## src/hdl/irq_agg_pkg.sv

```systemverilog
`default_nettype none

package irq_agg_pkg;

    // ------------------------------------------------------------
    // register map (byte addresses)
    // ------------------------------------------------------------
    localparam logic [7:0] DSP_MASK_OFS    = 8'h00;
    localparam logic [7:0] DSP_RAW_OFS     = 8'h04;
    localparam logic [7:0] DSP_MASKED_OFS  = 8'h08;
    localparam logic [7:0] HOST_MASK_OFS   = 8'h0C;
    localparam logic [7:0] HOST_RAW_OFS    = 8'h10;
    localparam logic [7:0] HOST_MASKED_OFS = 8'h14;
    localparam logic [7:0] CTRL_OFS        = 8'h18;
    localparam logic [7:0] EVT_STAT_OFS    = 8'h1C;
    localparam logic [7:0] EVT_CLR_OFS     = 8'h20;
    localparam logic [7:0] EVT_EN_OFS      = 8'h24;

    // ------------------------------------------------------------
    // widths and fields
    // ------------------------------------------------------------
    localparam int DSP_SRC_N  = 9;
    localparam int HOST_SRC_N = 5;
    localparam int CORE_SRC_N = 14;
    localparam int CORE_VEC_N = 12;
    localparam int CTRL_POWERUP_RESET_CTL_BIT = 0;
    localparam int CTRL_EDGE_BIT = 1;
    localparam int CTRL_PCI_BIT  = 2;
    localparam int EVT_N = 2;

    // ------------------------------------------------------------
    // reset values
    // ------------------------------------------------------------
    localparam logic [DSP_SRC_N-1:0]  DSP_MASK_RST  = 9'h000;
    localparam logic [HOST_SRC_N-1:0] HOST_MASK_RST = 5'h00;
    localparam logic [2:0]            CTRL_RST      = 3'h0;

    localparam logic [1:0] RESP_OKAY   = 2'h0;
    localparam logic [1:0] RESP_SLVERR = 2'h2;

endpackage

`default_nettype wire
```

## src/hdl/dual_interrupt_aggregator.sv

```systemverilog
`timescale 1ns/100ps
`default_nettype none

module dual_interrupt_aggregator
    import irq_agg_pkg::*;
(
    // clock and reset
    input  wire logic                  clk_sys,
    input  wire logic                  rst,
    // axi4-lite write
    input  wire logic [7:0]            awaddr,
    input  wire logic                  awvalid,
    output logic                       awready,
    input  wire logic [31:0]           wdata,
    input  wire logic [3:0]            wstrb,
    input  wire logic                  wvalid,
    output logic                       wready,
    output logic [1:0]                 bresp,
    output logic                       bvalid,
    input  wire logic                  bready,
    // axi4-lite read
    input  wire logic [7:0]            araddr,
    input  wire logic                  arvalid,
    output logic                       arready,
    output logic [31:0]                rdata,
    output logic [1:0]                 rresp,
    output logic                       rvalid,
    input  wire logic                  rready,
    // pending sources, asynchronous
    input  wire logic [DSP_SRC_N-1:0]  dspSrc,
    input  wire logic [HOST_SRC_N-1:0] hostSrc,
    input  wire logic                  extResetReq,
    input  wire logic                  powerUp,
    input  wire logic                  ext_level_request_zero,
    input  wire logic                  ext_level_request_one,
    input  wire logic                  ext_edge_request,
    // outputs
    output logic                       shared_core_irq_line,
    output logic                       coreIrqEdgeMode,
    output logic                       coreResetReq,
    output logic                       levelReqZero,
    output logic                       levelReqOne,
    output logic                       edgeReqPulse,
    output logic                       host_irq_out_pin,
    output logic                       pci_irq_a_out_n,
    output logic                       irq
);

    // ------------------------------------------------------------
    // input synchronisers
    // ------------------------------------------------------------
    localparam int SYN_W = DSP_SRC_N + HOST_SRC_N + 5;
    logic [SYN_W-1:0] syn1_q;
    logic [SYN_W-1:0] syn2_q;

    always_ff @(posedge clk_sys) begin
        if (rst) begin
            syn1_q <= '0;
            syn2_q <= '0;
        end else begin
            syn1_q <= {dspSrc, hostSrc, extResetReq, powerUp,
                       ext_level_request_zero, ext_level_request_one,
                       ext_edge_request};
            syn2_q <= syn1_q;
        end
    end

    logic [DSP_SRC_N-1:0]  dsp_raw_pending;
    logic [HOST_SRC_N-1:0] host_raw_pending;
    logic                  extRst;
    logic                  pwrUp;
    logic                  lvl0;
    logic                  lvl1;
    logic                  edgeIn;
    assign dsp_raw_pending  = syn2_q[SYN_W-1 -: DSP_SRC_N];
    assign host_raw_pending = syn2_q[HOST_SRC_N+4 : 5];
    assign extRst = syn2_q[4];
    assign pwrUp  = syn2_q[3];
    assign lvl0   = syn2_q[2];
    assign lvl1   = syn2_q[1];
    assign edgeIn = syn2_q[0];

    // ------------------------------------------------------------
    // control registers
    // ------------------------------------------------------------
    logic [DSP_SRC_N-1:0]  dsp_source_mask_q;
    logic [HOST_SRC_N-1:0] host_source_mask_q;
    logic [2:0]            ctrl_q;
    logic [EVT_N-1:0]      evtStat_q;
    logic [EVT_N-1:0]      evtEn_q;
    logic                  wrFire;
    logic                  awHeld_q;
    logic                  wHeld_q;
    logic [7:0]            awAddr_q;
    logic [31:0]           wData_q;
    logic [3:0]            wStrb_q;

    function automatic logic is_mapped(input logic [7:0] a);
        is_mapped = (a <= EVT_EN_OFS) && (a[1:0] == 2'h0);
    endfunction

    // ------------------------------------------------------------
    // aggregation
    // ------------------------------------------------------------
    logic [DSP_SRC_N-1:0]  dsp_masked_pending;
    logic [HOST_SRC_N-1:0] host_masked_pending;
    assign dsp_masked_pending  = dsp_raw_pending & dsp_source_mask_q;
    assign host_masked_pending = host_raw_pending & host_source_mask_q;

    logic edgeDly_q;
    always_ff @(posedge clk_sys) begin
        if (rst) begin
            shared_core_irq_line <= 1'b0;
            host_irq_out_pin     <= 1'b0;
            pci_irq_a_out_n      <= 1'b1;
            coreIrqEdgeMode      <= 1'b0;
            coreResetReq         <= 1'b0;
            levelReqZero         <= 1'b0;
            levelReqOne          <= 1'b0;
            edgeReqPulse         <= 1'b0;
            edgeDly_q            <= 1'b0;
        end else begin
            shared_core_irq_line <= |dsp_masked_pending;
            host_irq_out_pin     <= |host_masked_pending;
            pci_irq_a_out_n      <= ~(ctrl_q[CTRL_PCI_BIT]
                                      & (|host_masked_pending));
            coreIrqEdgeMode      <= ctrl_q[CTRL_EDGE_BIT];
            coreResetReq         <= extRst
                                  | (pwrUp & ctrl_q[CTRL_POWERUP_RESET_CTL_BIT]);
            levelReqZero         <= lvl0;
            levelReqOne          <= lvl1;
            edgeDly_q            <= edgeIn;
            edgeReqPulse         <= edgeIn & ~edgeDly_q;
        end
    end

    // ------------------------------------------------------------
    // axi4-lite write channel
    // ------------------------------------------------------------
    assign wrFire = awHeld_q && wHeld_q && !bvalid;

    always_ff @(posedge clk_sys) begin
        if (rst) begin
            awHeld_q <= 1'b0;
            wHeld_q  <= 1'b0;
            awAddr_q <= 8'h00;
            wData_q  <= 32'h0000_0000;
            wStrb_q  <= 4'h0;
            awready  <= 1'b0;
            wready   <= 1'b0;
            bvalid   <= 1'b0;
            bresp    <= RESP_OKAY;
        end else begin
            awready <= !awHeld_q && !(awvalid && awready);
            wready  <= !wHeld_q && !(wvalid && wready);
            if (awvalid && awready) begin
                awHeld_q <= 1'b1;
                awAddr_q <= awaddr;
            end
            if (wvalid && wready) begin
                wHeld_q <= 1'b1;
                wData_q <= wdata;
                wStrb_q <= wstrb;
            end
            if (wrFire) begin
                awHeld_q <= 1'b0;
                wHeld_q  <= 1'b0;
                bvalid   <= 1'b1;
                bresp    <= is_mapped(awAddr_q) ? RESP_OKAY : RESP_SLVERR;
            end else if (bvalid && bready) begin
                bvalid <= 1'b0;
            end
        end
    end

    // ------------------------------------------------------------
    // register writes
    // ------------------------------------------------------------
    always_ff @(posedge clk_sys) begin
        if (rst) begin
            dsp_source_mask_q  <= DSP_MASK_RST;
            host_source_mask_q <= HOST_MASK_RST;
            ctrl_q             <= CTRL_RST;
            evtEn_q            <= '0;
        end else if (wrFire) begin
            unique case (awAddr_q)
                DSP_MASK_OFS: begin
                    if (wStrb_q[0]) dsp_source_mask_q[7:0] <= wData_q[7:0];
                    if (wStrb_q[1]) dsp_source_mask_q[8] <= wData_q[8];
                end
                HOST_MASK_OFS: begin
                    if (wStrb_q[0]) host_source_mask_q <= wData_q[4:0];
                end
                CTRL_OFS: begin
                    if (wStrb_q[0]) ctrl_q <= wData_q[2:0];
                end
                EVT_EN_OFS: begin
                    if (wStrb_q[0]) evtEn_q <= wData_q[EVT_N-1:0];
                end
                default: begin
                end
            endcase
        end
    end

    // ------------------------------------------------------------
    // sticky events: rise of either aggregated output
    // ------------------------------------------------------------
    logic [EVT_N-1:0] evtSet;
    logic [EVT_N-1:0] evtClr;
    logic [EVT_N-1:0] aggNow;
    logic [EVT_N-1:0] aggPrev_q;
    assign aggNow = {|host_masked_pending, |dsp_masked_pending};
    assign evtSet = aggNow & ~aggPrev_q;
    assign evtClr = (wrFire && awAddr_q == EVT_CLR_OFS && wStrb_q[0])
                  ? wData_q[EVT_N-1:0] : '0;

    always_ff @(posedge clk_sys) begin
        if (rst) begin
            aggPrev_q <= '0;
            evtStat_q <= '0;
            irq       <= 1'b0;
        end else begin
            aggPrev_q <= aggNow;
            evtStat_q <= (evtStat_q & ~evtClr) | evtSet;
            irq       <= |(evtStat_q & evtEn_q);
        end
    end

    // ------------------------------------------------------------
    // axi4-lite read channel
    // ------------------------------------------------------------
    function automatic logic [31:0] read_mux(input logic [7:0] a);
        unique case (a)
            DSP_MASK_OFS:    read_mux = 32'(dsp_source_mask_q);
            DSP_RAW_OFS:     read_mux = 32'(dsp_raw_pending);
            DSP_MASKED_OFS:  read_mux = 32'(dsp_masked_pending);
            HOST_MASK_OFS:   read_mux = 32'(host_source_mask_q);
            HOST_RAW_OFS:    read_mux = 32'(host_raw_pending);
            HOST_MASKED_OFS: read_mux = 32'(host_masked_pending);
            CTRL_OFS:        read_mux = 32'(ctrl_q);
            EVT_STAT_OFS:    read_mux = 32'(evtStat_q);
            EVT_EN_OFS:      read_mux = 32'(evtEn_q);
            default:         read_mux = 32'h0000_0000;
        endcase
    endfunction

    always_ff @(posedge clk_sys) begin
        if (rst) begin
            arready <= 1'b0;
            rvalid  <= 1'b0;
            rdata   <= 32'h0000_0000;
            rresp   <= RESP_OKAY;
        end else begin
            arready <= !rvalid && !(arvalid && arready);
            if (arvalid && arready) begin
                rvalid <= 1'b1;
                rdata  <= read_mux(araddr);
                rresp  <= is_mapped(araddr) ? RESP_OKAY : RESP_SLVERR;
            end else if (rvalid && rready) begin
                rvalid <= 1'b0;
            end
        end
    end
endmodule // dual_interrupt_aggregator

`default_nettype wire

```

## config.mk

```make
export PLATFORM = sky130hd
export DESIGN_NAME = dual_interrupt_aggregator
export DESIGN_NICKNAME = d
export VERILOG_FILES = /design/src/hdl/irq_agg_pkg.sv /design/src/hdl/dual_interrupt_aggregator.sv
export SDC_FILE = /design/constraint.sdc
export NUM_CORES = 1
export LEC_CHECK = 0
export BUFFER_PORTS_ARGS = -buffer_cell sky130_fd_sc_hd__buf_4
export CELL_PAD_IN_SITES_DETAIL_PLACEMENT = 1
export CELL_PAD_IN_SITES_GLOBAL_PLACEMENT = 1
export CORE_MARGIN = 2
export CORE_UTILIZATION = 38
export DETAILED_ROUTE_END_ITERATION = 16
export GPL_TIMING_DRIVEN = 1
export PLACE_DENSITY_LB_ADDON = 0.1
export SYNTH_ARGS = -nofsm -noshare
export SYNTH_HDL_FRONTEND = slang
export SYNTH_SLANG_ARGS = --single-unit
```

## constraint.sdc

```tcl
create_clock -name clk_sys -period 2.28 [get_ports clk_sys]
set_clock_uncertainty 0.1 [all_clocks]
set_input_delay 0.228 -clock clk_sys [delete_from_list [all_inputs] [get_ports clk_sys]]
set_output_delay 0.228 -clock clk_sys [all_outputs]
set_load 0.05 [all_outputs]
```

==> results.json, run 1 <==
{
  "seq_area_frac_synth": 0.513,
  "path_class": "reg -> reg",
  "status": "finished, final reports clean",
  "drive_gt1_frac": 0.197,
  "p_sw_mw": 0.972,
  "layout_common_cells": "dfxtp_1, buf_4, nand2_1",
  "critPathLaunchType": "flip-flop",
  "die_width_um": 108,
  "startpoint": "awAddr_q[6]",
  "drc": 0,
  "grt_use_total": 0.175,
  "netlist.area_leader.share": 0.513,
  "final_common_cell": "dfxtp_1",
  "finalSetupTns_ns": 0,
  "first_global_vias": 3271,
  "syn_avg_cell_area_um2": 9.54,
  "port_buffers": 77,
  "diodes": 0,
  "path_clk_slew_ns": 0.11,
  "root_buffer": "clkbuf_8",
  "synth_edf_count": 0,
  "cpPeakStageDelay_ns": 0.57,
  "switching_share": 0.269,
  "critPathArrivalTime_ns": 2.01,
  "maxCapViolCount": 0,
  "cts.path.max_buffers": 2,
  "period_share": 0.812,
  "leakage_nw": 2.17,
  "grt_pass1_wl_mm": 15.8,
  "cts_sinks": 106,
  "p_per_area_nw_per_um2": 687,
  "dieArea_um2": 11700,
  "fmax_mhz": 540,
  "die_height_um": 108,
  "htree_levels": 3,
  "routed_via_density": 4.86,
  "endpoint_kind": "flip-flop",
  "crit_slowest_cell": "or4_4",
  "p_int_mw": 2.64,
  "min_period_ns": 1.85,
  "area_delta_synth_final_pct": 27.0,
  "rr_startpoint": "awAddr_q[6]",
  "grt_use_met3": 0.0295,
  "dr.first_iter.drc_count": 141,
  "fillers": 1254,
  "numCtsBuffers": 9,
  "cp.required_ns": 2.44,
  "cts_tree": "done",
  "synthArstFlopShare": 0,
  "initial_core_util": 0.385,
  "cp_cell_sequence": "or4_4 -> nor4_2 -> nand2_1 -> a32o_1",
  "insertion_delay_ns": 0.37,
  "clkPwrFrac": 0.340,
  "gp_congestion": 0.794,
  "yosys-top-cells-area": "dfxtp_1, nor2b_1, mux2i_1, nand2_1, buf_4",
  "syn_area_um2": 4140,
  "rsz0062_at_grt": "no",
  "dpl.hpwl_mm": 7.07,
  "drv_slew": 0,
  "seqPwrFrac": 0.541,
  "routed_wl_mm": 9.79,
  "grt_overflow": 0,
  "hold_path_class": "in -> reg",
  "hold_start": "hostSrc[1]",
  "syn_inst": 434,
  "grt_busiest_layer": "met2",
  "power_frac_comb": 0.119,
  "grt_max_degree": 48,
  "wire_per_inst_um": 14.5,
  "final_nets": 610,
  "synth_seq_cells": 106,
  "drt_pre_antenna_iters": 4,
  "synth_ff_type": "dfxtp_1",
  "ios": 128,
  "vias": 3288,
  "core_um2": 10700,
  "detail-route-antenna-nets": 0,
  "finalHoldViolCount": 0,
  "row_count": 38,
  "ys_types": 52,
  "met1_usage": 0.210,
  "ir_drop_uv": 387,
  "p_total_mw": 3.61,
  "crit_fanout": 3,
  "yosys.area.top_type": "dfxtp_1",
  "yosys_warnings": 0,
  "antenna_found_initial": 0,
  "setup_viol": 0,
  "grtUsageMet2": 0.314
}
logic make-up after synthesis:
logic type	share of synthesized area
buffers and inverters	0.0732
DFF	0.513
muxes	0.0611
AOI/OAI and AO/OA	0.125
and+or+nand+nor	0.228
other	0.000906
synthesized netlist by cell type, types with 5 or more instances:
cell type	instances
dfxtp_1	106
nand2_1	51
nor2b_1	46
nor2_1	30
a21oi_1	28
buf_4	25
mux2i_1	23
clkbuf_1	18
nand2b_1	10
a32o_1	8
a22oi_1	7
inv_1	6
nor3_1	6
nand3b_1	5
o211ai_1	5
o21ai_0	5
final timing paths:
path                       end  slack (ns)  depth (start not counted)
setup reg to reg  evtStat_q[0]        0.43                          4
setup / recovery  evtStat_q[0]        0.43                          4
hold / removal       syn1_q[6]        0.01                          2
hold reg to reg   edgeReqPulse        0.29                          1
area by class of cell:
cell class / instances / area (um^2) / share of cell area
clock buffers: 10 / 138 / 0.0262
inverters: 7 / 26.3 / 0.00500
clock inverters: 6 / 81.3 / 0.0155
well taps: 140 / 175 / 0.0333
repair buffers: 111 / 911 / 0.173
flip-flops and latches: 106 / 2120 / 0.404
multi-input cells: 297 / 1800 / 0.343
worst max-delay path, delay by kind of cell, from the launching register on:
family / cells / cell delay [ns]
DFF: 1 / 0.35
AOI/OAI and AO/OA: 1 / 0.27
and+or+nand+nor: 3 / 1.02
metrics by stage:
step | hold slack (ns) | utilization | cells | area [um^2] | setup slack [ns]
2_1_floorplan | 0.256 | - | 458 | 4230 | 0.513
3_3_place_gp | 0.274 | 0.440 | 630 | 4730 | 0.442
3_5_place_dp | 0.283 | 0.440 | 630 | 4730 | 0.410
4_1_cts | 0.000410 | 0.489 | 677 | 5260 | 0.406
5_1_grt | 0.00291 | 0.489 | 677 | 5260 | 0.345
6_report | 0.0112 | 0.489 | 677 | 5260 | 0.429
state kept, by name, summed over array words and instances (netlist names), 2 cells and up:
signal,flops
awAddr_q,8
ctrl_q,3
dsp_source_mask_q,9
evtEn_q,2
evtStat_q,2
host_source_mask_q,5
rdata,9
syn1_q,19
syn2_q,19
wData_q,9
wStrb_q,2
repair_timing:
item                                   CTS  global route
gates resized for setup                  0             0
hold buffers                            31             0
endpoints found under the hold margin   31             0
buffers inserted                         0             0
power by group through the flow:
stage | registers (mW) | clock network [mW] | logic [mW]
CTS | 1.95 | 1.28 | 0.432
finish | 1.95 | 1.23 | 0.430
global route | 1.96 | 1.35 | 0.466
global placement | 1.99 | 0 | 0.381
detailed placement | 2.00 | 0 | 0.389
floorplan | 2.02 | 0 | 0.269
layer usage:
| layer | vias up | part of all wire |
|---|---|---|
| met4 | 0 | 0.015 |
| met1 | 1570 | 0.43 |
| met5 | - | 0 |
| met2 | 68 | 0.51 |
| li1 | 1641 | - |
| met3 | 9 | 0.038 |
No activity file was read; power rests on OpenSTA's default activity.
==> run 2: changes to the inputs <==
CORE_UTILIZATION = 34   (was 38)
clock period = 1.6 ns   (was 2.28 ns; I/O delays follow)
==> run 2 against run 1 <==
Against the previous run:
- the run now ends with setup timing left
- combinational power grew 61%
- total power up 60%
- clock power increased by 88%
- highest routed layer unchanged
- sequential power increased by 43%
- via count rose by 5.1%
- core utilization is 1.6 points lower
- non-clock buffer count up 30
- register-to-register slack worse by 0.56 ns
- worst setup slack worse by 0.56 ns
- critical path type unchanged
- hold slack better by 0.072 ns
- global-route usage shrank 0.42 points
==> results.json, run 2 (synthesis results as in run 1) <==
{
  "root_buffer": "clkbuf_16",
  "endpoint_kind": "flip-flop",
  "grt_pass1_wl_mm": 17.2,
  "cts.path.max_buffers": 2,
  "wl_met1_mm": 4.68,
  "top_regs": "syn1_q x19, syn2_q x19",
  "ios": 128,
  "seqPwrFrac": 0.481,
  "setup_viol": 8,
  "diodes": 0,
  "initial_core_util": 0.346,
  "grt_max_degree": 100,
  "ir_drop_uv": 652,
  "reg2reg_depth": 4,
  "detail-route-antenna-nets": 0,
  "core_um2": 12000,
  "htree_levels": 3,
  "met2WireLength_mm": 5.27,
  "hold_start": "arvalid",
  "power_frac_comb": 0.120,
  "status": "finished with violations",
  "p_sw_mw": 1.45,
  "drc": 0,
  "critPathArrivalTime_ns": 1.86,
  "wl_met3_um": 480,
  "violations": "setup timing",
  "dpl.hpwl_mm": 7.33,
  "leakage_nw": 2.37,
  "path_class": "reg -> reg",
  "die_width_um": 114,
  "grt_use_total": 0.171,
  "min_path_cells": 3,
  "vias": 3456,
  "ff2ff_setup_slack_ns": -0.13,
  "reg2reg_to": "ctrl_q[0]",
  "first_global_vias": 3427,
  "cp.required_ns": 1.73,
  "dr.first_iter.drc_count": 140,
  "grt_overflow": 0,
  "detailedPlace.worstSlack_ns": -0.227,
  "wire_per_inst_um": 14.8,
  "cp_cell_sequence": "or4_4 -> nor4_4 -> mux2i_1 -> nor2_1",
  "p_int_mw": 4.33,
  "cts_sinks": 106,
  "area_delta_synth_final_pct": 36.8,
  "die_height_um": 114,
  "drt_pre_antenna_iters": 4,
  "gp_congestion": 0.831,
  "antenna_found_initial": 0,
  "row_count": 40,
  "drive_gt1_frac": 0.235,
  "finalHoldViolCount": 0,
  "dpl.cell_count": 656,
  "hold_path_class": "in -> reg",
  "topRoutingLayerUsed": "met4",
  "port_buffers": 77,
  "path_clk_slew_ns": 0.07,
  "crit_fanout": 3,
  "fmax_mhz": 578,
  "cts_tree": "done",
  "maxCapViolCount": 0,
  "fin_ws_ns": -0.131,
  "critPathLaunchType": "flip-flop",
  "clkPwrFrac": 0.399,
  "layout_common_cells": "dfxtp_1, buf_4, nand2_1",
  "numCtsBuffers": 9,
  "dieArea_um2": 13100,
  "routed_wl_mm": 10.6,
  "fin_cells": 714,
  "final_common_cell": "dfxtp_1",
  "cpPeakStageDelay_ns": 0.56,
  "min_period_ns": 1.73,
  "rsz0062_at_grt": "yes",
  "final_nets": 640,
  "switching_share": 0.250,
  "crit_slowest_cell": "or4_4",
  "rr_startpoint": "awAddr_q[1]",
  "period_share": 1.08,
  "insertion_delay_ns": 0.35,
  "hold_path_end": "rresp[1]",
  "drv_slew": 0,
  "p_per_area_nw_per_um2": 1020,
  "routed_via_density": 4.84
}
[run 2: changes by cell type in the layout (fill, tap and decap cells not counted), moves of 2 or more]
cell / previous run / this run
buf_4: 80 / 98
buf_6: 0 / 2
clkbuf_16: 0 / 9
clkbuf_8: 10 / 2
dfxtp_1: 106 / 101
dfxtp_2: 0 / 5
dlygate4sd3_1: 31 / 40
[run 2: metal layers]
layer | vias up | global-route usage
met4 | 0 | 0.0520
met3 | 10 | 0.0455
met1 | 1661 | 0.211
li1 | 1705 | -
met2 | 80 | 0.292
met5 | - | 0
[run 2: power by group through the flow]
| stage | Clock (mW) | Combinational (mW) | Sequential [mW] |
|---|---|---|---|
| 2_1_floorplan | 0 | 0.386 | 2.87 |
| 3_3_place_gp | 0 | 0.588 | 2.83 |
| 3_5_place_dp | 0 | 0.598 | 2.84 |
| 4_1_cts | 2.39 | 0.682 | 2.78 |
| 5_1_grt | 2.50 | 0.747 | 2.79 |
| 6_report | 2.31 | 0.691 | 2.78 |
[run 2: timing repair]
action / 4_1_cts / 5_1_grt
buffers inserted: 1 / 1
hold buffers: 40 / 0
pin swaps: 3 / 3
gates resized for setup: 2 / 6
endpoints found under the hold margin: 40 / 0
setup endpoints to repair: 18 / 21
[run 2: worst max-delay path: cells and delay by family, from the launching register on]
| kind | cells | cell delay, ns |
|---|---|---|
| DFF | 1 | 0.32 |
| muxes | 1 | 0.23 |
| and+or+nand+nor | 3 | 0.97 |
[run 2: layout make-up]
type,instances,area (um^2)
multi-input combinational,297,1830
inverter,7,26.3
tap,147,184
clock buffer,12,256
timing repair buffer,141,1180
fill,1361,6300
clock inverter,4,56.3
sequential,106,2130
[run 2: how the worst max path moves through the flow]
stage	endpoint	cells past startpoint	start
finish	ctrl_q[0]	4	awAddr_q[1]
global route	ctrl_q[2]	4	awAddr_q[1]
CTS	ctrl_q[0]	4	awAddr_q[1]
detailed placement	rdata[4]	5	araddr[7]
global placement	rdata[4]	5	araddr[7]
floorplan	host_source_mask_q[0]	4	awAddr_q[6]
[run 2: through the flow]
| stage | TNS (ns) | hold slack (ns) | instance area (um^2) | power [mW] | utilization |
|---|---|---|---|---|---|
| floorplan | -0.530 | 0.188 | 4240 | 3.26 | - |
| global placement | -1.54 | 0.269 | 4900 | 3.42 | 0.410 |
| detailed placement | -1.79 | 0.279 | 4900 | 3.43 | 0.410 |
| CTS | -1.16 | 0.0744 | 5630 | 5.85 | 0.471 |
| global route | -2.11 | 0.0841 | 5660 | 6.04 | 0.474 |
| finish | -0.633 | 0.0830 | 5660 | 5.78 | 0.474 |
